[src/logic/uec_pkg.sv]
/*
  Constants for the asynchronous serial transmitter: register offsets,
  field positions, reset values and format encodings.
  Assumes a 32-bit classic Wishbone bus with byte addresses.
*/
package uec_pkg;
  // Register byte offsets
  localparam logic [7:0] UEC_MODE_OFS = 8'h00;
  localparam logic [7:0] UEC_STAT_OFS = 8'h04;
  localparam logic [7:0] UEC_TXD_OFS = 8'h08;
  localparam logic [7:0] UEC_RATE_OFS = 8'h0C;
  localparam logic [7:0] UEC_DIR_OFS = 8'h10;
  localparam logic [7:0] UEC_LAT_OFS = 8'h14;
  localparam logic [7:0] UEC_PIN_OFS = 8'h18;

  // Mode register fields
  localparam int UEC_M_ON = 15;
  localparam int UEC_M_ALT = 10;
  localparam int UEC_M_FMT_HI = 2;
  localparam int UEC_M_FMT_LO = 1;
  localparam int UEC_M_STOP = 0;

  // Status and control register fields
  localparam int UEC_S_TXISEL = 15;
  localparam int UEC_S_BRK = 11;
  localparam int UEC_S_TXEN = 10;
  localparam int UEC_S_FULL = 9;
  localparam int UEC_S_SHIFTER_EMPTY_FLAG = 8;
  localparam int UEC_S_RXISEL_HI = 7;
  localparam int UEC_S_RXISEL_LO = 6;
  localparam int UEC_S_ADDRESS_MATCH_ENABLE = 5;
  localparam int UEC_S_RECEIVER_QUIET_FLAG = 4;

  // Pin index in the direction, latch and pin-level registers
  localparam int UEC_P_TX = 0;
  localparam int UEC_P_RX = 1;
  localparam int UEC_P_ATX = 2;
  localparam int UEC_P_ARX = 3;
  localparam int UEC_NPINS = 4;

  // Reset values
  localparam logic [15:0] UEC_MODE_RST = 16'h0000;
  localparam logic [15:0] UEC_RATE_RST = 16'h0000;
  localparam logic [3:0] UEC_DIR_RST = 4'hF;
  localparam logic [3:0] UEC_LAT_RST = 4'h0;

  // Timing: sub-bit ticks per bit
  localparam int UEC_OVERSAMPLE = 16;
  localparam logic [3:0] UEC_TICK_LAST = 4'(UEC_OVERSAMPLE - 1);

  typedef enum logic [1:0] {
    UEC_FMT_8N,
    UEC_FMT_8E,
    UEC_FMT_8O,
    UEC_FMT_9N
  } uec_fmt_e;
endpackage : uec_pkg

[src/logic/uec_uart_tx.sv]
/*
  Asynchronous serial port, transmit side: module enable, pin selection,
  frame format, four-entry transmit queue, transmit interrupt pulse and
  break. Registers sit on a classic Wishbone slave.
  Assumes the pins are resolved outside from out/oe, and that pin inputs
  are asynchronous to clk_i.
*/
// Our own choices: register access over Wishbone and the register offsets.
`timescale 1ns/1ps
module uec_uart_tx #(
  parameter int QDEPTH = 4,
  parameter int DATA_W = 9
) (
  input wire logic clk_i,
  input wire logic rst_i,
  input wire logic wb_cyc_i,
  input wire logic wb_stb_i,
  input wire logic wb_we_i,
  input wire logic [7:0] wb_adr_i,
  input wire logic [3:0] wb_sel_i,
  input wire logic [31:0] wb_dat_i,
  output logic [31:0] wb_dat_o,
  output logic wb_ack_o,
  input wire logic serial_out_pin_i,
  output logic serial_out_pin_o,
  output logic serial_out_pin_oe_o,
  input wire logic serial_in_pin_i,
  output logic serial_in_pin_o,
  output logic serial_in_pin_oe_o,
  input wire logic alt_serial_out_pin_i,
  output logic alt_serial_out_pin_o,
  output logic alt_serial_out_pin_oe_o,
  input wire logic alt_serial_in_pin_i,
  output logic alt_serial_in_pin_o,
  output logic alt_serial_in_pin_oe_o,
  output logic transmit_irq_o
);
  import uec_pkg::*;

  localparam int CW = $clog2(QDEPTH + 1);
  localparam int PW = (QDEPTH > 1) ? $clog2(QDEPTH) : 1;
  localparam logic [CW-1:0] QFULL = CW'(QDEPTH);
  localparam logic [CW-1:0] QONE = CW'(1);

  if (QDEPTH < 1 || (QDEPTH & (QDEPTH - 1)) != 0 || DATA_W != 9)
  begin : g_bad_param
    $error("uec_uart_tx: QDEPTH must be a power of two, DATA_W must be 9");
  end

  typedef enum logic [2:0] {
    UEC_IDLE,
    UEC_START,
    UEC_DATA,
    UEC_PAR,
    UEC_STOP
  } uec_state_e;

  function automatic logic [15:0] merge16(input logic [15:0] old,
                                          input logic [31:0] dat,
                                          input logic [3:0] sel);
    logic [15:0] r;
    r = old;
    if (sel[0])
    begin
      r[7:0] = dat[7:0];
    end
    if (sel[1])
    begin
      r[15:8] = dat[15:8];
    end
    return r;
  endfunction : merge16

  // Bus request decode
  logic req;
  logic wr;
  assign req = wb_cyc_i && wb_stb_i && !wb_ack_o;
  assign wr = req && wb_we_i;

  // Software-visible state
  logic [15:0] mode_register;
  logic [15:0] rate_divider_register;
  logic transmit_irq_select;
  logic break_force_bit;
  logic transmit_permit_bit;
  logic [1:0] receive_irq_select;
  logic address_match_enable;
  logic [UEC_NPINS-1:0] pin_direction_reg;
  logic [UEC_NPINS-1:0] port_output_reg;

  logic module_on_bit;
  logic alternate_pin_select;
  uec_fmt_e format_select_field;
  logic stop_count_select;
  assign module_on_bit = mode_register[UEC_M_ON];
  assign alternate_pin_select = mode_register[UEC_M_ALT];
  assign format_select_field = uec_fmt_e'(mode_register[UEC_M_FMT_HI:UEC_M_FMT_LO]);
  assign stop_count_select = mode_register[UEC_M_STOP];

  // Transmit queue
  logic [DATA_W-1:0] transmit_queue [QDEPTH];
  logic [PW-1:0] wr_ptr;
  logic [PW-1:0] rd_ptr;
  logic [CW-1:0] q_count;
  logic transmit_queue_full;
  logic push;
  logic pop;
  assign transmit_queue_full = (q_count == QFULL);

  // Shifter
  uec_state_e state;
  logic [DATA_W-1:0] transmit_shifter;
  logic [3:0] bit_idx;
  logic [3:0] data_last;
  logic par_bit;
  logic stop_second;
  logic shifter_empty_flag;
  assign shifter_empty_flag = (state == UEC_IDLE);

  // Bit timing
  logic [15:0] div_cnt;
  logic [3:0] tick_cnt;
  logic bit_end;
  assign bit_end = (div_cnt == rate_divider_register) && (tick_cnt == UEC_TICK_LAST);

  // Pin input synchronisers
  logic [UEC_NPINS-1:0] pin_meta;
  logic [UEC_NPINS-1:0] pin_sync;

  always_ff @(posedge clk_i)
  begin
    if (rst_i)
    begin
      pin_meta <= '0;
      pin_sync <= '0;
    end
    else
    begin
      pin_meta <= {alt_serial_in_pin_i, alt_serial_out_pin_i, serial_in_pin_i,
                   serial_out_pin_i};
      pin_sync <= pin_meta;
    end
  end

  // Mode, rate divider and port registers: kept across disable
  always_ff @(posedge clk_i)
  begin
    if (rst_i)
    begin
      mode_register <= UEC_MODE_RST;
      rate_divider_register <= UEC_RATE_RST;
      pin_direction_reg <= UEC_DIR_RST;
      port_output_reg <= UEC_LAT_RST;
    end
    else if (wr)
    begin
      case (wb_adr_i)
        UEC_MODE_OFS: mode_register <= merge16(mode_register, wb_dat_i, wb_sel_i);
        UEC_RATE_OFS:
          rate_divider_register <= merge16(rate_divider_register, wb_dat_i, wb_sel_i);
        UEC_DIR_OFS:
          if (wb_sel_i[0])
          begin
            pin_direction_reg <= wb_dat_i[UEC_NPINS-1:0];
          end
        UEC_LAT_OFS:
          if (wb_sel_i[0])
          begin
            port_output_reg <= wb_dat_i[UEC_NPINS-1:0];
          end
        default: ;
      endcase
    end
  end

  // Status control bits; enable and break are cleared while off
  always_ff @(posedge clk_i)
  begin
    if (rst_i)
    begin
      transmit_irq_select <= 1'b0;
      break_force_bit <= 1'b0;
      transmit_permit_bit <= 1'b0;
      receive_irq_select <= 2'h0;
      address_match_enable <= 1'b0;
    end
    else
    begin
      if (wr && wb_adr_i == UEC_STAT_OFS && wb_sel_i[1])
      begin
        transmit_irq_select <= wb_dat_i[UEC_S_TXISEL];
        break_force_bit <= wb_dat_i[UEC_S_BRK];
        transmit_permit_bit <= wb_dat_i[UEC_S_TXEN];
      end
      if (wr && wb_adr_i == UEC_STAT_OFS && wb_sel_i[0])
      begin
        receive_irq_select <= wb_dat_i[UEC_S_RXISEL_HI:UEC_S_RXISEL_LO];
        address_match_enable <= wb_dat_i[UEC_S_ADDRESS_MATCH_ENABLE];
      end
      if (!module_on_bit)
      begin
        break_force_bit <= 1'b0;
        transmit_permit_bit <= 1'b0;
      end
    end
  end

  // Queue: push on a data write with room, pop into a free shifter
  assign push = wr && wb_adr_i == UEC_TXD_OFS && module_on_bit && !transmit_queue_full
                && wb_sel_i[0];
  assign pop = module_on_bit && transmit_permit_bit && !break_force_bit
               && shifter_empty_flag && q_count != '0;

  always_ff @(posedge clk_i)
  begin
    if (push)
    begin
      transmit_queue[wr_ptr] <= wb_sel_i[1] ? wb_dat_i[DATA_W-1:0]
                                            : {transmit_queue[wr_ptr][DATA_W-1], wb_dat_i[7:0]};
    end
  end

  always_ff @(posedge clk_i)
  begin
    if (rst_i || !module_on_bit)
    begin
      wr_ptr <= '0;
      rd_ptr <= '0;
      q_count <= '0;
    end
    else
    begin
      if (push)
      begin
        wr_ptr <= wr_ptr + PW'(1);
      end
      if (pop)
      begin
        rd_ptr <= rd_ptr + PW'(1);
      end
      case ({push, pop})
        2'b10: q_count <= q_count + QONE;
        2'b01: q_count <= q_count - QONE;
        default: q_count <= q_count;
      endcase
    end
  end

  // Transmit interrupt pulse on a queue-to-shifter transfer; with transmit_irq_select set, only on the transfer that empties the queue
  always_ff @(posedge clk_i)
  begin
    if (rst_i)
    begin
      transmit_irq_o <= 1'b0;
    end
    else
    begin
      transmit_irq_o <= pop && (!transmit_irq_select || (q_count == QONE && !push));
    end
  end

  // Rate counters run only while a frame is on the line, so a load starts
  // its start bit at once instead of waiting out a stale bit period.
  always_ff @(posedge clk_i)
  begin
    if (rst_i || !module_on_bit || shifter_empty_flag)
    begin
      div_cnt <= '0;
      tick_cnt <= '0;
    end
    else if (div_cnt == rate_divider_register)
    begin
      div_cnt <= '0;
      tick_cnt <= tick_cnt + 4'h1;
    end
    else
    begin
      div_cnt <= div_cnt + 16'h0001;
    end
  end

  // Frame sequencer
  always_ff @(posedge clk_i)
  begin
    if (rst_i || !module_on_bit)
    begin
      state <= UEC_IDLE;
      transmit_shifter <= '0;
      bit_idx <= '0;
      data_last <= 4'h7;
      par_bit <= 1'b0;
      stop_second <= 1'b0;
    end
    else
    begin
      case (state)
        UEC_IDLE:
          if (pop)
          begin
            transmit_shifter <= transmit_queue[rd_ptr];
            data_last <= (format_select_field == UEC_FMT_9N) ? 4'h8 : 4'h7;
            par_bit <= ^transmit_queue[rd_ptr][7:0] ^ (format_select_field == UEC_FMT_8O);
            bit_idx <= '0;
            stop_second <= 1'b0;
            state <= UEC_START;
          end
        UEC_START:
          if (bit_end)
          begin
            state <= UEC_DATA;
          end
        UEC_DATA:
          if (bit_end)
          begin
            transmit_shifter <= transmit_shifter >> 1;
            bit_idx <= bit_idx + 4'h1;
            if (bit_idx == data_last)
            begin
              state <= (format_select_field == UEC_FMT_8E || format_select_field == UEC_FMT_8O)
                       ? UEC_PAR : UEC_STOP;
            end
          end
        UEC_PAR:
          if (bit_end)
          begin
            state <= UEC_STOP;
          end
        UEC_STOP:
          if (bit_end)
          begin
            if (stop_count_select && !stop_second)
            begin
              stop_second <= 1'b1;
            end
            else
            begin
              state <= UEC_IDLE;
            end
          end
        default: state <= UEC_IDLE;
      endcase
    end
  end

  // Serial line level and pin ownership
  logic line_level;
  always_comb
  begin
    case (state)
      UEC_START: line_level = 1'b0;
      UEC_DATA: line_level = transmit_shifter[0];
      UEC_PAR: line_level = par_bit;
      default: line_level = 1'b1;
    endcase
    if (break_force_bit)
    begin
      line_level = 1'b0;
    end
  end

  logic [UEC_NPINS-1:0] next_pin_out;
  logic [UEC_NPINS-1:0] next_pin_oe;
  always_comb
  begin
    next_pin_out = port_output_reg;
    next_pin_oe = ~pin_direction_reg;
    if (module_on_bit)
    begin
      if (alternate_pin_select)
      begin
        next_pin_out[UEC_P_ATX] = line_level;
        next_pin_oe[UEC_P_ATX] = 1'b1;
        next_pin_oe[UEC_P_ARX] = 1'b0;
      end
      else
      begin
        next_pin_out[UEC_P_TX] = line_level;
        next_pin_oe[UEC_P_TX] = 1'b1;
        next_pin_oe[UEC_P_RX] = 1'b0;
      end
    end
  end

  always_ff @(posedge clk_i)
  begin
    if (rst_i)
    begin
      serial_out_pin_o <= 1'b0;
      serial_out_pin_oe_o <= 1'b0;
      serial_in_pin_o <= 1'b0;
      serial_in_pin_oe_o <= 1'b0;
      alt_serial_out_pin_o <= 1'b0;
      alt_serial_out_pin_oe_o <= 1'b0;
      alt_serial_in_pin_o <= 1'b0;
      alt_serial_in_pin_oe_o <= 1'b0;
    end
    else
    begin
      serial_out_pin_o <= next_pin_out[UEC_P_TX];
      serial_out_pin_oe_o <= next_pin_oe[UEC_P_TX];
      serial_in_pin_o <= next_pin_out[UEC_P_RX];
      serial_in_pin_oe_o <= next_pin_oe[UEC_P_RX];
      alt_serial_out_pin_o <= next_pin_out[UEC_P_ATX];
      alt_serial_out_pin_oe_o <= next_pin_oe[UEC_P_ATX];
      alt_serial_in_pin_o <= next_pin_out[UEC_P_ARX];
      alt_serial_in_pin_oe_o <= next_pin_oe[UEC_P_ARX];
    end
  end

  // Status read view; receive side is absent, so its flags rest at the
  // values a disabled receiver shows.
  logic [15:0] status_view;
  always_comb
  begin
    status_view = 16'h0000;
    status_view[UEC_S_TXISEL] = transmit_irq_select;
    status_view[UEC_S_BRK] = break_force_bit;
    status_view[UEC_S_TXEN] = transmit_permit_bit;
    status_view[UEC_S_FULL] = transmit_queue_full;
    status_view[UEC_S_SHIFTER_EMPTY_FLAG] = shifter_empty_flag;
    status_view[UEC_S_RXISEL_HI:UEC_S_RXISEL_LO] = receive_irq_select;
    status_view[UEC_S_ADDRESS_MATCH_ENABLE] = address_match_enable;
    status_view[UEC_S_RECEIVER_QUIET_FLAG] = 1'b1;
  end

  // Wishbone answer: one cycle after the request, unmapped reads zero
  always_ff @(posedge clk_i)
  begin
    if (rst_i)
    begin
      wb_ack_o <= 1'b0;
      wb_dat_o <= 32'h0000_0000;
    end
    else
    begin
      wb_ack_o <= req;
      if (req && !wb_we_i)
      begin
        case (wb_adr_i)
          UEC_MODE_OFS: wb_dat_o <= {16'h0000, mode_register};
          UEC_STAT_OFS: wb_dat_o <= {16'h0000, status_view};
          UEC_RATE_OFS: wb_dat_o <= {16'h0000, rate_divider_register};
          UEC_DIR_OFS: wb_dat_o <= {28'h0000000, pin_direction_reg};
          UEC_LAT_OFS: wb_dat_o <= {28'h0000000, port_output_reg};
          UEC_PIN_OFS: wb_dat_o <= {28'h0000000, pin_sync};
          default: wb_dat_o <= 32'h0000_0000;
        endcase
      end
    end
  end
endmodule : uec_uart_tx

[config.mk]
export PLATFORM = sky130hd
export DESIGN_NAME = uec_uart_tx
export DESIGN_NICKNAME = d
export VERILOG_FILES = /design/src/logic/uec_pkg.sv /design/src/logic/uec_uart_tx.sv
export SDC_FILE = /design/constraint.sdc
export NUM_CORES = 1
export LEC_CHECK = 0
export BUFFER_PORTS_ARGS = -buffer_cell sky130_fd_sc_hd__clkbuf_2
export CAP_MARGIN = 20
export CELL_PAD_IN_SITES_DETAIL_PLACEMENT = 1
export CELL_PAD_IN_SITES_GLOBAL_PLACEMENT = 1
export CORE_MARGIN = 3
export CORE_UTILIZATION = 45
export CTS_BUF_LIST = sky130_fd_sc_hd__clkbuf_4
export DETAILED_ROUTE_END_ITERATION = 10
export HOLD_SLACK_MARGIN = 0.05
export PLACE_DENSITY_LB_ADDON = 0.1
export SLEW_MARGIN = 30
export SYNTH_ARGS = -nofsm -noshare
export SYNTH_HDL_FRONTEND = slang
export SYNTH_SLANG_ARGS = --single-unit
export TNS_END_PERCENT = 100
[constraint.sdc]
create_clock -name clk_i -period 8 [get_ports clk_i]
set_input_delay 0.8 -clock clk_i [delete_from_list [all_inputs] [get_ports clk_i]]
set_output_delay 0.8 -clock clk_i [all_outputs]
set_load 0.005 [all_outputs]
==> results of run 1 <==
## cells in the final DEF, fill, tap and decap left out, types with 3 or more instances in the layout
cell      instances
and2_1            4
nor3_1            5
and3_1            6
nor4_1            6
nand2b_1          3
clkbuf_4         20
nor2_1          106
a211o_1           4
a211oi_1         11
nand2_1          45
dfxtp_1         129
xnor2_1          17
o21ai_0          20
clkbuf_2         60
a22oi_1          26
mux4_2            9
nand3_1          11
and4_1            3
or4_1             4
edfxtp_1         36
a21oi_1          26
inv_1            15
ha_1             14
o21ai_1           3
conb_1           16
a22o_1            5
clkinv_1          6
nand4_1           6
o31ai_1           3
a32oi_1           3
nor2b_1          18
or3_1             4
buf_4             5
xor2_1           31
mux2i_1          48
## cells by family after synthesis
logic type / after synthesis / synth area share
buffers and inverters: 70 / 0.0490
flip-flops: 165 / 0.505
multiplexers: 57 / 0.0943
other: 1 / 0.000517
AND/OR/NAND/NOR: 238 / 0.165
XOR/XNOR: 49 / 0.0611
AO/OA/AOI/OAI: 107 / 0.100
adder cells (fa/ha/maj): 14 / 0.0242
## path summary, 6_finish.rpt
check / start / end / cells past startpoint
max reg2reg: q_count[0] / q_count[2] / 9
min: alt_serial_out_pin_i / pin_meta[2] / 2
min reg2reg: pin_meta[1] / pin_sync[1] / 1
max: wb_adr_i[7] / mode_register[1] / 7
## final cells by class
cell class	instances	area share
Inverter	16	0.00761
Sequential cell	165	0.464
Timing Repair Buffer	65	0.0428
Tap cell	211	0.0334
Antenna cell	2	0.000634
Clock buffer	20	0.0190
Clock inverter	12	0.0141
Multi-Input combinational cell	481	0.418
## routing by layer
| layer | up-vias | global-route usage | part of all wire |
|---|---|---|---|
| met2 | 111 | 0.340 | 0.48 |
| met5 | - | 0 | 0 |
| met3 | 26 | 0.0437 | 0.048 |
| met4 | 0 | 0.0710 | 0.023 |
| met1 | 2560 | 0.275 | 0.45 |
| li1 | 2512 | - | - |
## metrics by stage
| step | hold slack, ps | utilization | total power [W] | cell area, sq um | std cells |
|---|---|---|---|---|---|
| finish | 448 | 0.510 | 0.00136 | 7900 | 972 |
| global route | 395 | 0.510 | 0.00142 | 7890 | 971 |
| CTS | 405 | 0.509 | 0.00138 | 7890 | 970 |
| detailed placement | 427 | 0.493 | 0.000910 | 7630 | 938 |
| global placement | 420 | 0.491 | 0.000909 | 7610 | 937 |
| floorplan | 414 | - | 0.000896 | 7300 | 716 |
## power groups by stage
stage	registers, W	clock network (W)	logic, W
CTS	0.000852	0.000484	0.0000396
detailed placement	0.000871	0	0.0000395
finish	0.000852	0.000472	0.0000394
global route	0.000853	0.000528	0.0000439
global placement	0.000871	0	0.0000380
floorplan	0.000871	0	0.0000250
==> reports/metrics.cfg, run 1 <==
[logic_synthesis]
syn-mean-instance-area_sq_um = 10.3
ys_seq_elements = 165
synth-edff-count = 36
ys_types = 57
netlist_area_sq_um = 7250
ys_seq_area_frac = 0.505
yosysWarnings = 0
netlist_top_cells_count = dfxtp_1 (129), nor2_1 (106), mux2i_1 (48)
synthCells = 701
postSynth.asyncResetShare = 0
synth_top_area_share = 0.356
ys_top_cells_by_area = dfxtp_1 (36%), edfxtp_1 (15%), mux2i_1 (6.6%)
synth-main-ff-cell = dfxtp_1
synth_top_cell_by_area = dfxtp_1
synth.most_common_cell = dfxtp_1

[worst_setup_path]
arrival_ps = 3310
start_kind = input pin
r2r_slack_ps = 5210
crit_path_cell_trace = clkbuf_2 -> or4_1 -> nor4b_4 -> buf_4 -> nor2b_2 -> mux2i_1 -> nor2_1
cp_num_buf_inv = 2
cp_max_fo = 13
slowest_delay_ps = 760
path_class = in2reg
end_kind = flip-flop
crit_required_ps = 8420
crit_path_top_delay_cell = or4_1
cp_top_family = simple AND/OR/NAND/NOR gates

[timing]
rsz0062_at_grt = no
relSlewSlack = 0.367
hold_violations = 0
fin_tns_setup_ps = 0
skew_ps = 20.1
final.setup.worst_slack_ps = 5110
max_freq_mhz = 346
drv_slew = 0
finalSetupViolCount = 0
worst_pin_slew_ps = 947
period_minus_slack_ps = 2890
fin_crit_sh = 0.361

[route]
ant_nets = 0
drt_pass1_iterations = 4
routed_wirelength_um = 17600
num_vias = 5209
drt_iter0_drc = 285
wire_per_inst_um = 18.1
drc_errors = 0
routed_via_density = 5.36

[layout]
fin_nets = 813
largest_reg_flops = 36
top_register = transmit_queue
num-fill-cells = 1747
multi_input_area_sq_um = 3300
layout-drive-gt1-share = 0.153
area_delta_synth_final_pct = 8.94
seq_area_sq_um = 3660

[power_and_ir_drop]
p_clk_frac = 0.346
vdd_drop_max_mv = 0.110
intPower_w = 0.00105
p_switching_w = 0.000310
combPwrFrac = 0.029
power_density_nw_per_um2 = 173
leakage_nw = 2.86
power_frac_seq = 0.625
swShare = 0.228

[clock_network]
cts.root.buffer_cell = clkbuf_4
clock-sinks = 165
cts_resized = 0
tritoncts = built
hold_buffers = 0
clock_path_buffers = 2
post-cts-setup-buffers = 0
htreeDepth = 4
cts_buffers = 17
clkTransAtPathRegs_ps = 140
clock_latency_ps = 560

[global_routing]
overflow = 0
first_global_vias = 5485
grt_first_pass_wirelength_um = 29100
track_usage = 0.208
antenna_found_initial = 1
grt_max_degree = 81

[place]
place_ws_ps = 4240
routabilityCongestion = 0.787
hpwl_um = 12800
port_buffers = 60

[floorplan]
coreArea_sq_um = 15500
rows = 45
io_pins = 95
start_util = 0.468
die_w_um = 133
die-area_sq_um = 17700
die_h_um = 133

[hold_path]
hp-class = in2reg

[flow_run]
max-cap-violations = 0

[outcome]
outcome = complete, no violations

Note: power is estimated with default switching activity, not from simulation.
==> inputs of run 2 (changes only) <==
- clock period: 8 -> 2.7 ns (I/O delays scaled with it)
==> reports/metrics.cfg, run 2 (synthesis results as in run 1) <==
[layout]
layout-drive-gt1-share = 0.174  ; was 0.153
mostFrequentLayoutCells = dfxtp_1 (128), nor2_1 (106), clkbuf_2 (60)  ; was dfxtp_1 (129), nor2_1 (106), clkbuf_2 (60)
fin_nets = 854  ; was 813
top_register = transmit_queue  ; unchanged
post-route-util = 0.533  ; was 0.510
area_delta_synth_final_pct = 13.8  ; was 8.94%
num-fill-cells = 1728  ; was 1747
layout_commonest_cell = dfxtp_1  ; unchanged
largest_reg_flops = 36  ; unchanged

[route]
routed_via_density = 5.28  ; was 5.36
drt_pass1_iterations = 5  ; was 4
ant_nets = 0  ; unchanged
routed_wirelength_um = 17700  ; was 17600 um
drc_errors = 0  ; unchanged
drt_iter0_drc = 302  ; was 285
num_vias = 5345  ; was 5209
wire_per_inst_um = 17.5  ; was 18.1 um

[worst_setup_path]
end_kind = flip-flop  ; unchanged
r2r_slack_ps = 160  ; was 5210 ps
arrival_ps = 3030  ; was 3310 ps
path_class = reg2reg  ; was in2reg
cp_max_fo = 7  ; was 13
rr_worst_depth = 10  ; was 9
start_kind = flip-flop  ; was input pin
crit_required_ps = 3190  ; was 8420 ps

[power_and_ir_drop]
combPwrFrac = 0.037  ; was 0.029
power_frac_seq = 0.632  ; was 0.625
leakage_nw = 3.04  ; was 2.86 nW
swShare = 0.232  ; was 0.228
vdd_drop_max_mv = 0.292  ; was 0.110 mV
p_switching_w = 0.000927  ; was 0.000310 W
p_clk_frac = 0.332  ; was 0.346
intPower_w = 0.00307  ; was 0.00105 W
power_density_nw_per_um2 = 484  ; was 173 nW/um^2

[timing]
fin_crit_sh = 0.940
drv_slew = 0  ; unchanged
rsz0062_at_grt = no  ; unchanged
period_minus_slack_ps = 2540
fin_tns_setup_ps = 0  ; unchanged
skew_ps = 18.5  ; was 20.1 ps
relSlewSlack = 0.459  ; was 0.367
worst_pin_slew_ps = 812  ; was 947 ps
hold_violations = 0  ; unchanged
max_freq_mhz = 394
finalSetupViolCount = 0  ; unchanged

[global_routing]
grt_first_pass_wirelength_um = 29400  ; was 29100 um
antenna_found_initial = 1  ; unchanged
track_usage = 0.210  ; was 0.208
overflow = 0  ; unchanged
grt_max_degree = 79  ; was 81
first_global_vias = 5695  ; was 5485

[floorplan]
io_pins = 95  ; unchanged
start_util = 0.468  ; unchanged
die-area_sq_um = 17700  ; unchanged
rows = 45  ; unchanged
coreArea_sq_um = 15500  ; unchanged
die_w_um = 133  ; unchanged
die_h_um = 133  ; unchanged

[hold_path]
hold_path_depth = 2  ; unchanged
hp-class = in2reg  ; unchanged

[clock_network]
cts.root.buffer_cell = clkbuf_4  ; unchanged
tritoncts = built  ; unchanged
clkTransAtPathRegs_ps = 140  ; about the same
clock_path_buffers = 2  ; unchanged
clock-sinks = 165  ; unchanged
htreeDepth = 4  ; unchanged
cts_buffers = 17  ; unchanged
post-cts-setup-buffers = 0  ; unchanged
clock_latency_ps = 560  ; about the same

[place]
hpwl_um = 13000  ; was 12800 um
routabilityCongestion = 0.827  ; was 0.787
port_buffers = 60  ; unchanged

[outcome]
outcome = complete, no violations  ; unchanged

[flow_run]
max-cap-violations = 0  ; unchanged

-- run 2: area by class of cell --
cell class	instances	area, sq um	area share
flip-flops and latches	165	3660	0.444
multi-input cells	481	3300	0.400
repair buffers	106	703	0.0853
well taps	211	264	0.0320
clock buffers	21	158	0.0191
clock inverters	11	88.8	0.0108
inverters	16	63.8	0.00774
diodes	1	2.50	0.000303
-- run 2: layer usage --
layer,routed length [um],share of wire,global-route usage,vias up
met3,798,0.045,0.0460,17
met4,251,0.014,0.0664,0
met5,0,0,0,-
met1,8030,0.45,0.274,2610
met2,8670,0.49,0.348,126
li1,-,-,-,2592
-- run 2: power groups by stage --
stage / sequential, W / combinational (W) / clock [W]
2_1_floorplan: 0.00258 / 0.0000741 / 0
3_3_place_gp: 0.00258 / 0.000115 / 0
3_5_place_dp: 0.00258 / 0.000119 / 0
4_1_cts: 0.00252 / 0.000146 / 0.00136
5_1_grt: 0.00253 / 0.000162 / 0.00149
6_report: 0.00252 / 0.000146 / 0.00132
-- run 2: worst paths after layout --
check / start / endpoint
worst max-delay path: q_count[0] / q_count[2]
worst min-delay path: wb_sel_i[1] / transmit_queue[1][8]
worst max register to register: q_count[0] / q_count[2]
worst min register to register: pin_meta[0] / pin_sync[0]
-- run 2: timing repair --
action,in CTS,in global routing
resized for setup,0,2
setup endpoints to repair,0,1
endpoints found under the hold margin,70,0
hold buffers,23,0
-- run 2: worst max-delay path, cell delays in order (launching register included) --
cell	delay (ps)
dfxtp_2	390
inv_1	70
ha_1	220
nand2b_1	80
nand4b_1	190
or4_1	520
clkinvlp_4	190
ha_1	240
mux2i_1	110
or3_1	330
a21oi_1	140
-- run 2: metrics by stage --
step / setup WS, ps / cells / hold WS (ps) / cell area, sq um / power, W
2_1_floorplan: 136 / 716 / 369 / 7300 / 0.00265
3_3_place_gp: 28.3 / 956 / 422 / 7750 / 0.00270
3_5_place_dp: -150 / 956 / 434 / 7760 / 0.00270
4_1_cts: 95.5 / 1011 / 135 / 8240 / 0.00403
5_1_grt: 0.404 / 1012 / 125 / 8250 / 0.00417
6_report: 161 / 1012 / 174 / 8250 / 0.00400
==> inputs of run 3 (changes only) <==
- CORE_UTILIZATION: 45 -> 50
- clock period: 2.7 -> 3 ns (I/O delays scaled with it)
==> reports/metrics.cfg, run 3 (synthesis results as in run 1) <==
[clock_network]
htreeDepth = 4  ; unchanged
clkTransAtPathRegs_ps = 130  ; was 140 ps
clock-sinks = 165  ; unchanged
cts_resized = 0  ; unchanged
post-cts-setup-buffers = 0  ; unchanged
cts_buffers = 17  ; unchanged
cts.root.buffer_cell = clkbuf_4  ; unchanged
tritoncts = built  ; unchanged
clock_path_buffers = 2  ; unchanged
clock_latency_ps = 550  ; was 560 ps

[hold_path]
holdPathEnd = transmit_queue[1][0]  ; was transmit_queue[1][8]
hp-start = wb_dat_i[0]  ; was wb_sel_i[1]
hp-class = in2reg  ; unchanged
hold_path_depth = 1  ; was 2

[worst_setup_path]
arrival_ps = 3030  ; about the same
cp_top_family = simple AND/OR/NAND/NOR gates  ; unchanged
crit_top_cell = ha_1  ; unchanged
end_kind = flip-flop  ; unchanged
crit_path_cell_trace = inv_1 -> ha_1 -> nand2b_1 -> nand4b_1 -> or4_1 -> clkinv_1 -> ha_1 -> or3_1 -> a21oi_1  ; was inv_1 -> ha_1 -> nand2b_1 -> nand4b_1 -> or4_1 -> clkinvlp_4 -> ha_1 -> mux2i_1 -> or3_1 -> a21oi_1
r2r_slack_ps = 440  ; was 160 ps
cp_max_fo = 7  ; unchanged
cp_num_buf_inv = 2  ; unchanged
crit_start = q_count[0]  ; unchanged
start_kind = flip-flop  ; unchanged
rr_worst_depth = 9  ; was 10
path_class = reg2reg  ; unchanged
crit_required_ps = 3470  ; was 3190 ps
slowest_delay_ps = 460  ; was 520 ps
r2r-end = q_count[2]  ; unchanged
worstReg2RegStart = q_count[0]  ; unchanged
crit_path_top_delay_cell = or4_1  ; unchanged

[global_routing]
track_usage = 0.235  ; was 0.210
first_global_vias = 5694  ; was 5695
grt_first_pass_wirelength_um = 29700  ; was 29400 um
grt_max_degree = 78  ; was 79
overflow = 0  ; unchanged
antenna_found_initial = 0  ; was 1

[timing]
worst_pin_slew_ps = 795  ; was 812 ps
fin_tns_setup_ps = 0  ; unchanged
fin_crit_sh = 0.852  ; was 0.940
rsz0062_at_grt = no  ; unchanged
period_minus_slack_ps = 2560  ; was 2540 ps
drv_slew = 0  ; unchanged
relSlewSlack = 0.470  ; was 0.459
max_freq_mhz = 391  ; was 394 MHz
skew_ps = 21.1  ; was 18.5 ps
finalSetupViolCount = 0  ; unchanged
hold_violations = 0  ; unchanged

[floorplan]
coreArea_sq_um = 14000  ; was 15500 sq um
die_w_um = 126  ; was 133 um
io_pins = 95  ; unchanged
rows = 43  ; was 45
die_h_um = 126  ; was 133 um
start_util = 0.516  ; was 0.468
die-area_sq_um = 16000  ; was 17700 sq um

[route]
drt_pass1_iterations = 4  ; was 5
routed_wirelength_um = 18200  ; was 17700 um
wire_per_inst_um = 18.7  ; was 17.5 um
ant_nets = 0  ; unchanged
drc_errors = 0  ; unchanged
num_vias = 5320  ; was 5345
drt_iter0_drc = 356  ; was 302
routed_via_density = 5.49  ; was 5.28

[layout]
layout-drive-gt1-share = 0.162  ; was 0.174
multi_input_area_sq_um = 3300  ; unchanged
mostFrequentLayoutCells = dfxtp_1 (129), nor2_1 (106), clkbuf_2 (60)  ; was dfxtp_1 (128), nor2_1 (106), clkbuf_2 (60)
largest_reg_flops = 36  ; unchanged
area_delta_synth_final_pct = 12.3  ; was 13.8%
seq_area_sq_um = 3660  ; about the same
top_register = transmit_queue  ; unchanged
fin_nets = 844  ; was 854
num-fill-cells = 1541  ; was 1728
layout_commonest_cell = dfxtp_1  ; unchanged
num_antenna_cells = 0  ; was 1

[power_and_ir_drop]
finalPower_w = 0.00367  ; was 0.00400 W
power_density_nw_per_um2 = 451  ; was 484 nW/um^2
vdd_drop_max_mv = 0.336  ; was 0.292 mV
leakage_nw = 3.00  ; was 3.04 nW

[place]
routabilityCongestion = 0.876  ; was 0.827
port_buffers = 60  ; unchanged
hpwl_um = 13000  ; about the same

[flow_run]
max-cap-violations = 0  ; unchanged

[outcome]
outcome = complete, no violations  ; unchanged

-- run 3: cell types whose count changed in the layout (fill, tap and decap cells not counted) --
cell           previous run  this run
bufinv_16                 1         2
diode_2                   1         0
dfxtp_1                 128       129
dlygate4sd3_1            23        20
clkinv_4                  2         3
clkinv_2                  6         3
buf_4                    23        16
dfxtp_2                   1         0
clkinv_1                  1         3
clkinvlp_4                2         0
-- run 3: per-stage QoR --
| stage | setup slack (ps) | instance area [sq um] | hold slack (ps) | instances | util |
|---|---|---|---|---|---|
| after floorplan | 406 | 7300 | 399 | 716 | - |
| after global placement | 340 | 7660 | 422 | 918 | 0.545 |
| after detailed placement | 273 | 7670 | 439 | 918 | 0.546 |
| after CTS | 430 | 8130 | 51.0 | 968 | 0.579 |
| after global routing | 249 | 8140 | 58.1 | 969 | 0.580 |
| final | 444 | 8140 | 85.8 | 969 | 0.580 |
-- run 3: per-layer routing --
metal	wire [um]	vias to the layer above	global-route usage
li1	-	2581	-
met1	8170	2605	0.304
met2	8870	115	0.393
met3	772	19	0.0501
met4	350	0	0.0770
met5	0	-	0
-- run 3: how the worst max path moves through the flow --
stage | endpoint | slack, ps | cells past startpoint
floorplan | q_count[2] | 410 | 10
global route | q_count[2] | 250 | 9
global placement | q_count[2] | 340 | 9
detailed placement | transmit_queue[0][2] | 270 | 7
finish | q_count[2] | 440 | 9
CTS | q_count[2] | 430 | 9
-- run 3: where the power goes --
part	total, W	internal [W]	switching, W
logic	0.000127	0.0000483	0.0000791
clock network	0.00127	0.000522	0.000750
registers	0.00227	0.00227	0.00000185
total	0.00367	0.00284	0.000831
-- run 3: area by class of cell --
class / instances / share of cell area
clock buffers: 21 / 0.0194
clock inverters: 10 / 0.0134
inverters: 16 / 0.00738
multi-input cells: 481 / 0.406
flip-flops and latches: 165 / 0.450
well taps: 180 / 0.0277
repair buffers: 96 / 0.0763
-- run 3: what timing repair did --
action | in CTS | in global routing
hold buffers | 19 | 1
endpoints found under the hold margin | 41 | 1
setup endpoints to repair | 0 | 0
